$ cat config.mk
export PLATFORM = sky130hd
export DESIGN_NAME = tmr_dual_timer
export DESIGN_NICKNAME = d
export VERILOG_FILES = /design/src/logic/tmr_dual_timer.v /design/src/logic/tmr_tick_gen.v
export VERILOG_INCLUDE_DIRS = /design/src /design/src/common
export SDC_FILE = /design/constraint.sdc
export NUM_CORES = 1
export LEC_CHECK = 0
export ABC_AREA = 1
export BUFFER_PORTS_ARGS = -buffer_cell sky130_fd_sc_hd__clkbuf_2
export CORE_MARGIN = 2
export CORE_UTILIZATION = 30
export DETAILED_ROUTE_END_ITERATION = 10
export SLEW_MARGIN = 15
export SYNTH_ARGS = -nofsm -noshare
export SYNTH_HDL_FRONTEND = slang
export SYNTH_HIERARCHICAL = 1
export SYNTH_SLANG_ARGS = --single-unit
$ cat constraint.sdc
create_clock -name clk_i -period 2 [get_ports clk_i]
set_input_delay 0.4 -clock clk_i [delete_from_list [all_inputs] [get_ports clk_i]]
set_output_delay 0.4 -clock clk_i [all_outputs]
set_load 0.005 [all_outputs]
$ cat src/common/tmr_map.vh
`ifndef TMR_MAP_VH
`define TMR_MAP_VH

// Register addresses on the CPU data space
`define TMR_ADDR_W 20
`define TMR_CLKSEL_B_ADDR 20'hff57
`define TMR_MODE_A_ADDR 20'hff68
`define TMR_MODE_B_ADDR 20'hff69
`define TMR_COMPARE_A_ADDR 20'hff6a
`define TMR_COMPARE_B_ADDR 20'hff6b
`define TMR_CLKSEL_A_ADDR 20'hff6c
`define TMR_COUNTER_A_ADDR 20'hff70
`define TMR_COUNTER_B_ADDR 20'hff71

// Mode control field positions
`define TMR_BIT_COUNT_EN 7
`define TMR_BIT_PWM_SEL 6
`define TMR_BIT_CASCADE 4
`define TMR_BIT_FLOP_SET 3
`define TMR_BIT_FLOP_CLEAR 2
`define TMR_BIT_INV_POL 1
`define TMR_BIT_OUT_EN 0

// Clock-select code field
`define TMR_CS_MSB 2
`define TMR_CS_LSB 0

// Reset values
`define TMR_MODE_RESET 8'h00
`define TMR_CLKSEL_RESET 3'h0
`define TMR_COMPARE_RESET 8'h00
`define TMR_COUNT_RESET 8'h00
`define TMR_COUNT_MAX 8'hff

// Count clock codes
`define TMR_CS_EXT_FALL 3'h0
`define TMR_CS_EXT_RISE 3'h1
`define TMR_CS_DIV4 3'h2
`define TMR_CS_DIV8 3'h3
`define TMR_CS_DIV16 3'h4
`define TMR_CS_DIV32 3'h5
`define TMR_CS_DIV128 3'h6
`define TMR_CS_DIV512 3'h7

// Prescaler width and tap masks (ratio minus one)
`define TMR_DIV_W 9
`define TMR_DIV4_MASK 9'h003
`define TMR_DIV8_MASK 9'h007
`define TMR_DIV16_MASK 9'h00f
`define TMR_DIV32_MASK 9'h01f
`define TMR_DIV128_MASK 9'h07f
`define TMR_DIV512_MASK 9'h1ff

`endif

$ cat src/logic/tmr_dual_timer.v
// Overview of operation
// - Compare matches raise channel interrupt, except PWM
// - Compare accepts any byte, writable while running
// - Reset clears both mode control registers
// - Enable bit: 0 clears and halts, 1 counts
// - Mode bit: clear-on-match or free-running PWM
// - Second channel bit 4 selects 16-bit cascade
// - Bits 3:2 write clear or set output flop
// - Flop set/clear bits always read back zero
// - Bit 1: toggle enable, or PWM polarity
// - Bit 0 enables timer output pin
// - PWM output inactive when count enable cleared
// - Reset clears both clock-select registers
// - Clock code picks external edge or divider
// - Interval match clears counter, period compare plus one
// - Compare write at match suppresses that match
// - Counters read-only, increment on count clock
// - Counter read pauses count clock briefly
// - Cascade: first enable clear zeroes both counters
// - Cascade: joint match interrupts both, clears both
`timescale 1ns/1ns
`include "tmr_map.vh"

module tmr_dual_timer (
    input wire clk_i,
    input wire sys_rst_i,
    input wire [`TMR_ADDR_W-1:0] addr_i,
    input wire wr_i,
    input wire rd_i,
    input wire [7:0] wdata_i,
    output reg [7:0] rdata_o,
    input wire event_input_a_i,
    input wire event_input_b_i,
    output wire wave_output_a_o,
    output wire wave_output_b_o,
    output wire output_enable_a_o,
    output wire output_enable_b_o,
    output wire match_irq_a_o,
    output wire match_irq_b_o
);

    // Per-channel views shared between the two channels
    wire [15:0] cnt_w;
    wire [15:0] cmp_w;
    wire [15:0] mode_w;
    wire [5:0] clksel_w;
    wire [1:0] eff_w;
    wire [1:0] wr_cmp_w;
    wire [1:0] wave_w;
    wire [1:0] irq_w;
    wire [1:0] event_w;
    wire cascade;
    wire casc_match;
    wire carry_a;
    wire rd_cnt_any;

    assign event_w = {event_input_b_i, event_input_a_i};

    // Address match, used by the write and counter-read decodes
    function hit;
        input [`TMR_ADDR_W-1:0] addr;
        input [`TMR_ADDR_W-1:0] target;
        begin
            hit = (addr == target);
        end
    endfunction

    assign cascade = mode_w[8 + `TMR_BIT_CASCADE];
    assign rd_cnt_any = rd_i && (hit(addr_i, `TMR_COUNTER_A_ADDR)
        || hit(addr_i, `TMR_COUNTER_B_ADDR));

    // Joint 16-bit match taken on the low channel's count clock
    assign casc_match = cascade && eff_w[0]
        && (cnt_w[7:0] == cmp_w[7:0]) && (cnt_w[15:8] == cmp_w[15:8])
        && !wr_cmp_w[0] && !wr_cmp_w[1];

    // Low byte rolls over into the high byte
    assign carry_a = cascade && eff_w[0] && (cnt_w[7:0] == `TMR_COUNT_MAX)
        && !casc_match;

    genvar i;
    generate
        for (i = 0; i < 2; i = i + 1) begin : gen_ch
            localparam [`TMR_ADDR_W-1:0] MODE_ADDR =
                (i == 0) ? `TMR_MODE_A_ADDR : `TMR_MODE_B_ADDR;
            localparam [`TMR_ADDR_W-1:0] CLKSEL_ADDR =
                (i == 0) ? `TMR_CLKSEL_A_ADDR : `TMR_CLKSEL_B_ADDR;
            localparam [`TMR_ADDR_W-1:0] CMP_ADDR =
                (i == 0) ? `TMR_COMPARE_A_ADDR : `TMR_COMPARE_B_ADDR;
            localparam [`TMR_ADDR_W-1:0] CNT_ADDR =
                (i == 0) ? `TMR_COUNTER_A_ADDR : `TMR_COUNTER_B_ADDR;

            reg [7:0] mode_reg;
            reg [2:0] clksel_reg;
            reg [7:0] cmp_reg;
            reg [7:0] cnt_reg;
            reg [7:0] cnt_next;
            reg flop_reg;
            reg pwm_lvl_reg;
            reg pend_reg;
            reg irq_reg;
            reg wave_reg;
            wire gen_tick;
            wire run;
            wire pwm;
            wire inv_pol;
            wire tick_raw;
            wire pause;
            wire eff;
            wire match;
            wire ovf;
            wire clear_hit;
            wire wr_mode;
            wire wr_cmp;
            wire linked;

            // High channel in cascade follows the low channel's enable
            assign linked = cascade && (i == 1);
            assign run = linked ? mode_w[`TMR_BIT_COUNT_EN]
                : mode_reg[`TMR_BIT_COUNT_EN];
            assign pwm = mode_reg[`TMR_BIT_PWM_SEL] && !cascade;
            assign inv_pol = mode_reg[`TMR_BIT_INV_POL];
            assign wr_mode = wr_i && hit(addr_i, MODE_ADDR);
            assign wr_cmp = wr_i && hit(addr_i, CMP_ADDR);

            tmr_tick_gen u_tick (
                .clk_i(clk_i),
                .sys_rst_i(sys_rst_i),
                .run_i(mode_reg[`TMR_BIT_COUNT_EN]),
                .code_i(clksel_reg),
                .event_i(event_w[i]),
                .tick_o(gen_tick)
            );

            // A counter read holds off the count clock for one cycle
            assign tick_raw = linked ? carry_a : gen_tick;
            assign pause = cascade ? rd_cnt_any
                : (rd_i && hit(addr_i, CNT_ADDR));
            assign eff = linked ? carry_a
                : ((tick_raw || pend_reg) && !pause && run);

            // Own match; a compare write in the same cycle masks it
            assign match = eff && (cnt_reg == cmp_reg) && !wr_cmp;
            assign ovf = eff && (cnt_reg == `TMR_COUNT_MAX);
            assign clear_hit = cascade ? casc_match : (match && !pwm);

            // Counter next value
            always @* begin
                cnt_next = cnt_reg;
                if (!run) begin
                    cnt_next = `TMR_COUNT_RESET;
                end else if (clear_hit) begin
                    cnt_next = `TMR_COUNT_RESET;
                end else if (eff) begin
                    cnt_next = cnt_reg + 8'h01;
                end
            end

            // Control registers and count state
            always @(posedge clk_i or posedge sys_rst_i) begin
                if (sys_rst_i) begin
                    mode_reg <= `TMR_MODE_RESET;
                    clksel_reg <= `TMR_CLKSEL_RESET;
                    cmp_reg <= `TMR_COMPARE_RESET;
                    cnt_reg <= `TMR_COUNT_RESET;
                    pend_reg <= 1'b0;
                end else begin
                    if (wr_mode) begin
                        // Flop action bits are not stored, so read as zero
                        mode_reg <= {wdata_i[7:6], 1'b0,
                            (i == 1) ? wdata_i[4] : 1'b0, 2'b00,
                            wdata_i[1:0]};
                    end
                    if (wr_i && hit(addr_i, CLKSEL_ADDR)) begin
                        clksel_reg <= wdata_i[`TMR_CS_MSB:`TMR_CS_LSB];
                    end
                    if (wr_cmp) begin
                        cmp_reg <= wdata_i;
                    end
                    cnt_reg <= cnt_next;
                    pend_reg <= (tick_raw || pend_reg) && pause && run && !linked;
                end
            end

            // Output flop: software action wins over a same-cycle toggle
            always @(posedge clk_i or posedge sys_rst_i) begin
                if (sys_rst_i) begin
                    flop_reg <= 1'b0;
                end else if (wr_mode && wdata_i[`TMR_BIT_FLOP_CLEAR]
                        && !wdata_i[`TMR_BIT_FLOP_SET]) begin
                    flop_reg <= 1'b0;
                end else if (wr_mode && wdata_i[`TMR_BIT_FLOP_SET]
                        && !wdata_i[`TMR_BIT_FLOP_CLEAR]) begin
                    flop_reg <= 1'b1;
                end else if (clear_hit && !pwm && inv_pol) begin
                    flop_reg <= !flop_reg;
                end
            end

            // PWM level: active from overflow until compare match
            always @(posedge clk_i or posedge sys_rst_i) begin
                if (sys_rst_i) begin
                    pwm_lvl_reg <= 1'b0;
                end else if (!run || !pwm) begin
                    pwm_lvl_reg <= 1'b0;
                end else if (match) begin
                    pwm_lvl_reg <= 1'b0;
                end else if (ovf) begin
                    pwm_lvl_reg <= 1'b1;
                end
            end

            // Interrupt pulse and registered pin level
            always @(posedge clk_i or posedge sys_rst_i) begin
                if (sys_rst_i) begin
                    irq_reg <= 1'b0;
                    wave_reg <= 1'b0;
                end else begin
                    if (cascade) begin
                        irq_reg <= casc_match;
                    end else if (pwm) begin
                        irq_reg <= ovf;
                    end else begin
                        irq_reg <= match;
                    end
                    // Polarity bit inverts the PWM level for active low
                    wave_reg <= pwm ? (pwm_lvl_reg ^ inv_pol) : flop_reg;
                end
            end

            assign cnt_w[i*8 +: 8] = cnt_reg;
            assign cmp_w[i*8 +: 8] = cmp_reg;
            assign mode_w[i*8 +: 8] = mode_reg;
            assign clksel_w[i*3 +: 3] = clksel_reg;
            assign eff_w[i] = eff;
            assign wr_cmp_w[i] = wr_cmp;
            assign wave_w[i] = wave_reg;
            assign irq_w[i] = irq_reg;
        end
    endgenerate

    // Pin outputs; the port takes the pin back when output is off
    assign wave_output_a_o = wave_w[0];
    assign wave_output_b_o = wave_w[1];
    assign output_enable_a_o = mode_w[`TMR_BIT_OUT_EN];
    assign output_enable_b_o = mode_w[8 + `TMR_BIT_OUT_EN];
    assign match_irq_a_o = irq_w[0];
    assign match_irq_b_o = irq_w[1];

    // Read data registered one cycle after the read strobe
    always @(posedge clk_i or posedge sys_rst_i) begin
        if (sys_rst_i) begin
            rdata_o <= 8'h00;
        end else if (rd_i) begin
            case (addr_i)
                `TMR_MODE_A_ADDR: rdata_o <= mode_w[7:0];
                `TMR_MODE_B_ADDR: rdata_o <= mode_w[15:8];
                `TMR_CLKSEL_A_ADDR: rdata_o <= {5'h00, clksel_w[2:0]};
                `TMR_CLKSEL_B_ADDR: rdata_o <= {5'h00, clksel_w[5:3]};
                `TMR_COMPARE_A_ADDR: rdata_o <= cmp_w[7:0];
                `TMR_COMPARE_B_ADDR: rdata_o <= cmp_w[15:8];
                `TMR_COUNTER_A_ADDR: rdata_o <= cnt_w[7:0];
                `TMR_COUNTER_B_ADDR: rdata_o <= cnt_w[15:8];
                default: rdata_o <= 8'h00;
            endcase
        end
    end

endmodule

$ cat src/logic/tmr_tick_gen.v
`timescale 1ns/1ns
`include "tmr_map.vh"

module tmr_tick_gen (
    input wire clk_i,
    input wire sys_rst_i,
    input wire run_i,
    input wire [2:0] code_i,
    input wire event_i,
    output reg tick_o
);

    reg sync1_reg;
    reg sync2_reg;
    reg sync3_reg;
    reg level_reg;
    reg [`TMR_DIV_W-1:0] div_reg;
    reg [`TMR_DIV_W-1:0] mask;
    wire settle;
    wire rise;
    wire fall;

    // Tap mask for the selected internal division ratio
    always @* begin
        case (code_i)
            `TMR_CS_DIV4: mask = `TMR_DIV4_MASK;
            `TMR_CS_DIV8: mask = `TMR_DIV8_MASK;
            `TMR_CS_DIV16: mask = `TMR_DIV16_MASK;
            `TMR_CS_DIV32: mask = `TMR_DIV32_MASK;
            `TMR_CS_DIV128: mask = `TMR_DIV128_MASK;
            default: mask = `TMR_DIV512_MASK;
        endcase
    end

    // Accepted level change only once stages two and three agree
    assign settle = (sync2_reg == sync3_reg) && (sync3_reg != level_reg);
    assign rise = settle && sync3_reg;
    assign fall = settle && !sync3_reg;

    // Pin synchroniser runs always so no stale edge appears at start
    always @(posedge clk_i or posedge sys_rst_i) begin
        if (sys_rst_i) begin
            sync1_reg <= 1'b0;
            sync2_reg <= 1'b0;
            sync3_reg <= 1'b0;
            level_reg <= 1'b0;
        end else begin
            sync1_reg <= event_i;
            sync2_reg <= sync1_reg;
            sync3_reg <= sync2_reg;
            if (settle) begin
                level_reg <= sync3_reg;
            end
        end
    end

    // Prescaler held at zero while counting is disabled
    always @(posedge clk_i or posedge sys_rst_i) begin
        if (sys_rst_i) begin
            div_reg <= {`TMR_DIV_W{1'b0}};
            tick_o <= 1'b0;
        end else if (!run_i) begin
            div_reg <= {`TMR_DIV_W{1'b0}};
            tick_o <= 1'b0;
        end else begin
            div_reg <= div_reg + {{(`TMR_DIV_W-1){1'b0}}, 1'b1};
            case (code_i)
                `TMR_CS_EXT_FALL: tick_o <= fall;
                `TMR_CS_EXT_RISE: tick_o <= rise;
                default: tick_o <= ((div_reg & mask) == mask);
            endcase
        end
    end

endmodule

==> summary.md <==
| Metric | Value |
|---|---|
| Status | finished, final reports clean |
| Die Ht | 134.2 µm |
| Arrival time worst endpoint | 2270 ps |
| Tcrit/Tclk final | 99.99% |
| Root Buffer | clkbuf_16 |
| Total number of vias | 4709 |
| Xor and xnor fraction of the mapped netlist area | 2.582% |
| Antenna violations before repair | 0 |
| Die footprint | 18020 µm² |
| Largest family of logic cells by synthesized area | simple AND/OR/NAND/NOR gates |
| Measured slew at the worst slew-check pin | 553.8 ps |
| Slew headroom | 63.04% |
| GP Congestion | 0.9220 |
| Layout cells sized above 1 | 28.50% |
| Global-route wire length before repair | 22.20 mm |
| Post-route ant nets | 0 |
| Synth Area per Inst | 7.853 µm² |
| Sequential share of power | 49.3% |
| Post-synthesis compound-gate area fraction | 12.59% |
| Endpoints failing hold | 0 |
| Gr usage total | 15.83% |
| #FFs+latches synth | 93 |
| Post-Layout Cell Count | 1013 |
| Max reg flops | 18 |
| Leakage | 3.158 nW |
| Final nets | 826 |
| Buffers on Ports | 47 |
| Unrepaired setup endpoints after global routing | yes |
| Reg2reg start | gen_ch[0].cnt_reg[5] |
| Final Setup Violations | 0 |
| Clock network fraction of total power | 45.5% |
| Total CTS buffers | 9 |
| Max Clock Freq | 500.0 MHz |
| Post-Route WL | 13.63 mm |
| Drt wl/cell | 13.46 µm |
| CP cell instances | xor2_1 -> a21oi_2 -> nand2_1 -> nor2_2 -> nand2_4 -> nor2_4 -> nor2_2 -> nand2_2 -> nand2_4 -> nand3_4 -> nand2_4 -> nor2_4 -> inv_2 -> nor3b_2 |
| Worst vdd ir | 0.3717 mV |
| Die width | 134.2 µm |
| Synth Area in Adders | 0.9835% |
| Most common cell on crit path | nand2_4 |
| H-tree lvl count | 3 |
| Worst Path Max Fanout | 5 |
| Area grow syn2layout | 31.40% |
| CTS max path bufs | 2 |
| Seq/Total Area, Yosys | 45.73% |
| DP HPWL | 10.68 mm |
| Syn Nets | 686 |
| Tmin final | 2000 ps |
| Drt drc | 0 |
| Total of max-cap violations | 0 |
| Clock sink count | 93 |
| Placed insts | 986 |
| Switch Pwr | 878.8 µW |
| TritonCTS clock tree | yes |
| Hold slack | 111.2 ps |
| Worst hold path type | input port to asynchronous set/reset pin |
| # IOs | 48 |
| Synthesized area | 5089 µm² |
| Clock skew after layout | 5.825 ps |
| Critical path data required time | 2270 ps |
| Highest-count cells in the layout ignoring fill and taps | nand2_1, dfrtp_1, buf_4 |
| Sw frac | 22.79% |
| Worst r2r path cells | 14 |
| Crit Path Class | register to register |
| Pin count of the biggest net entering global routing | 26 |
| Vias in the first global route | 4393 |
| Simple-gate share of the synthesized area | 30.12% |
| Commonest non-fill, non-tap cell in the layout | nand2_1 |
| Detailed Routing Iterations Pass 1 | 5 |
| Slowest CP cell | dfrtp_1 |
| Cell area power density | 576.7 nW/µm² |
| Gr ovfl total | 0 |
| Row Count | 47 |
| Startpoint types | register |
| Synth warnings | 6 |
| Crit Reg-Reg Endpoint | gen_ch[1].cnt_reg[3] |
| Final Core Density | 40.32% |
| Clock Latency Late Sink | 340 ps |
| Initial Util | 30.69% |
| Reg2Reg Setup Slack | 0.1 ps |
| CP endpoint kind | register |
| Iteration-0 DRC Markers | 273 |
| Synth cell types | 37 |
| Via-to-Cell Ratio | 4.649 |
| CORE AREA | 16580 µm² |
| Synth Instances | 648 |
| Cell Int Power | 2.977 mW |
| Combinational Power Share | 5.2% |
| CP max stage delay | 410 ps |
| Clk pin slew, worst setup/hold paths | 60 ps |
| Final Max Slew Viols | 0 |
| N_diodes | 0 |
| Multiplexer share of the synthesized area | 0% |
[synthesized netlist by cell type]
cell type    n  area, µm²
xnor2_1      2      17.52
nor2_4       6      67.56
nand3_2      7      70.07
o21ai_0     63      315.3
inv_1       91      341.6
nand2_1    133      499.2
dfrtp_1     93       2327
inv_2       10      37.54
ha_1         4      50.05
nor3_2       5      50.05
nor3_1      24      120.1
a21oi_1     25      125.1
nor4_1       5      31.28
nor2_2       4      25.02
nor2_1      61      229.0
nor3b_1      1      7.510
nand2_4      4      45.04
buf_2        1      5.000
a32oi_1      1      8.760
nor2_8       2      40.04
nand3_1     32      160.2
o22ai_1     16      100.1
nand4_4      1      21.27
clkbuf_1     5      18.77
o211ai_1     5      37.54
o21ai_1      5      25.02
nor3b_2      1      12.51
buf_1        1      3.750
a221oi_1     1      8.760
nand2_2      7      43.79
nand4_2      1      12.51
nand4_1     10      62.56
a21o_1       1      7.510
and3_1       2      12.51
a31oi_1      2      12.51
nand3b_1     3      22.52
xor2_1      13      113.9
[worst max-delay path, delay by kind of cell, from the launching register on]
kind / cells / cell delay [ps]
buffers and inverters: 1 / 80
xor gates and xnor gates: 1 / 160
AOI/OAI and AO/OA: 1 / 140
and+or+nand+nor: 11 / 1120
DFF: 1 / 410
[repair_timing]
| item | 4_1_cts | 5_1_grt |
|---|---|---|
| endpoints found under the setup margin | 5 | 20 |
| hold buffers | 0 | 0 |
| pin swaps | 0 | 19 |
| gates resized for setup | 2 | 32 |
| setup buffers | 1 | 10 |
[cell families after synthesis]
group | count (synthesis)
adder cells (fa/ha/maj) | 4
XOR/XNOR | 15
buffers and inverters | 108
AND/OR/NAND/NOR | 309
AO/OA/AOI/OAI | 119
flip-flops | 93
[metal layers]
layer	track usage, %	share of wire, %
met1	22.65	49
met2	24.12	45
met3	2.721	3.9
met4	5.614	2.2
met5	0	0
[power by group through the flow]
| stage | combinational [mW] | sequential, mW | clock (mW) |
|---|---|---|---|
| floorplan | 0.0941 | 1.94 | 0 |
| global placement | 0.202 | 1.94 | 0 |
| detailed placement | 0.204 | 1.94 | 0 |
| CTS | 0.204 | 1.90 | 1.80 |
| global route | 0.227 | 1.90 | 1.87 |
| finish | 0.201 | 1.90 | 1.75 |
[per-stage QoR]
stage          power [mW]  setup TNS [ps]  area [µm²]  setup slack, ps
2_1_floorplan       2.030               0        5092            26.87
3_3_place_gp        2.140           -1593        6173           -150.8
3_5_place_dp        2.142           -2005        6173           -177.8
4_1_cts             3.902               0        6496           0.3770
5_1_grt             4.000          -935.3        6686           -150.5
6_report            3.856               0        6686           0.1104
[how the worst max path moves through the flow]
stage | from | cells after the start | to | slack (ps)
2_1_floorplan | addr_i[16] | 16 | gen_ch[1].cnt_reg[7] | 30
3_5_place_dp | addr_i[7] | 16 | gen_ch[0].cnt_reg[2] | -180
4_1_cts | gen_ch[0].cnt_reg[1] | 12 | gen_ch[1].cnt_reg[7] | 0.4
5_1_grt | gen_ch[1].cmp_reg[6] | 16 | gen_ch[1].cnt_reg[3] | -150
6_report | gen_ch[0].cnt_reg[5] | 14 | gen_ch[1].cnt_reg[3] | 0.1
3_3_place_gp | addr_i[7] | 17 | gen_ch[1].cnt_reg[7] | -150
[final cells by class]
type	instances	area [µm²]
fillers	1715	9897
multi-input cells	447	2475
flip-flops and latches	93	2327
repair buffers	136	915.9
inverters	101	382.9
well taps	220	275.3
clock buffers	10	239.0
clock inverters	6	71.32
No activity file was read; power rests on OpenSTA's default activity.
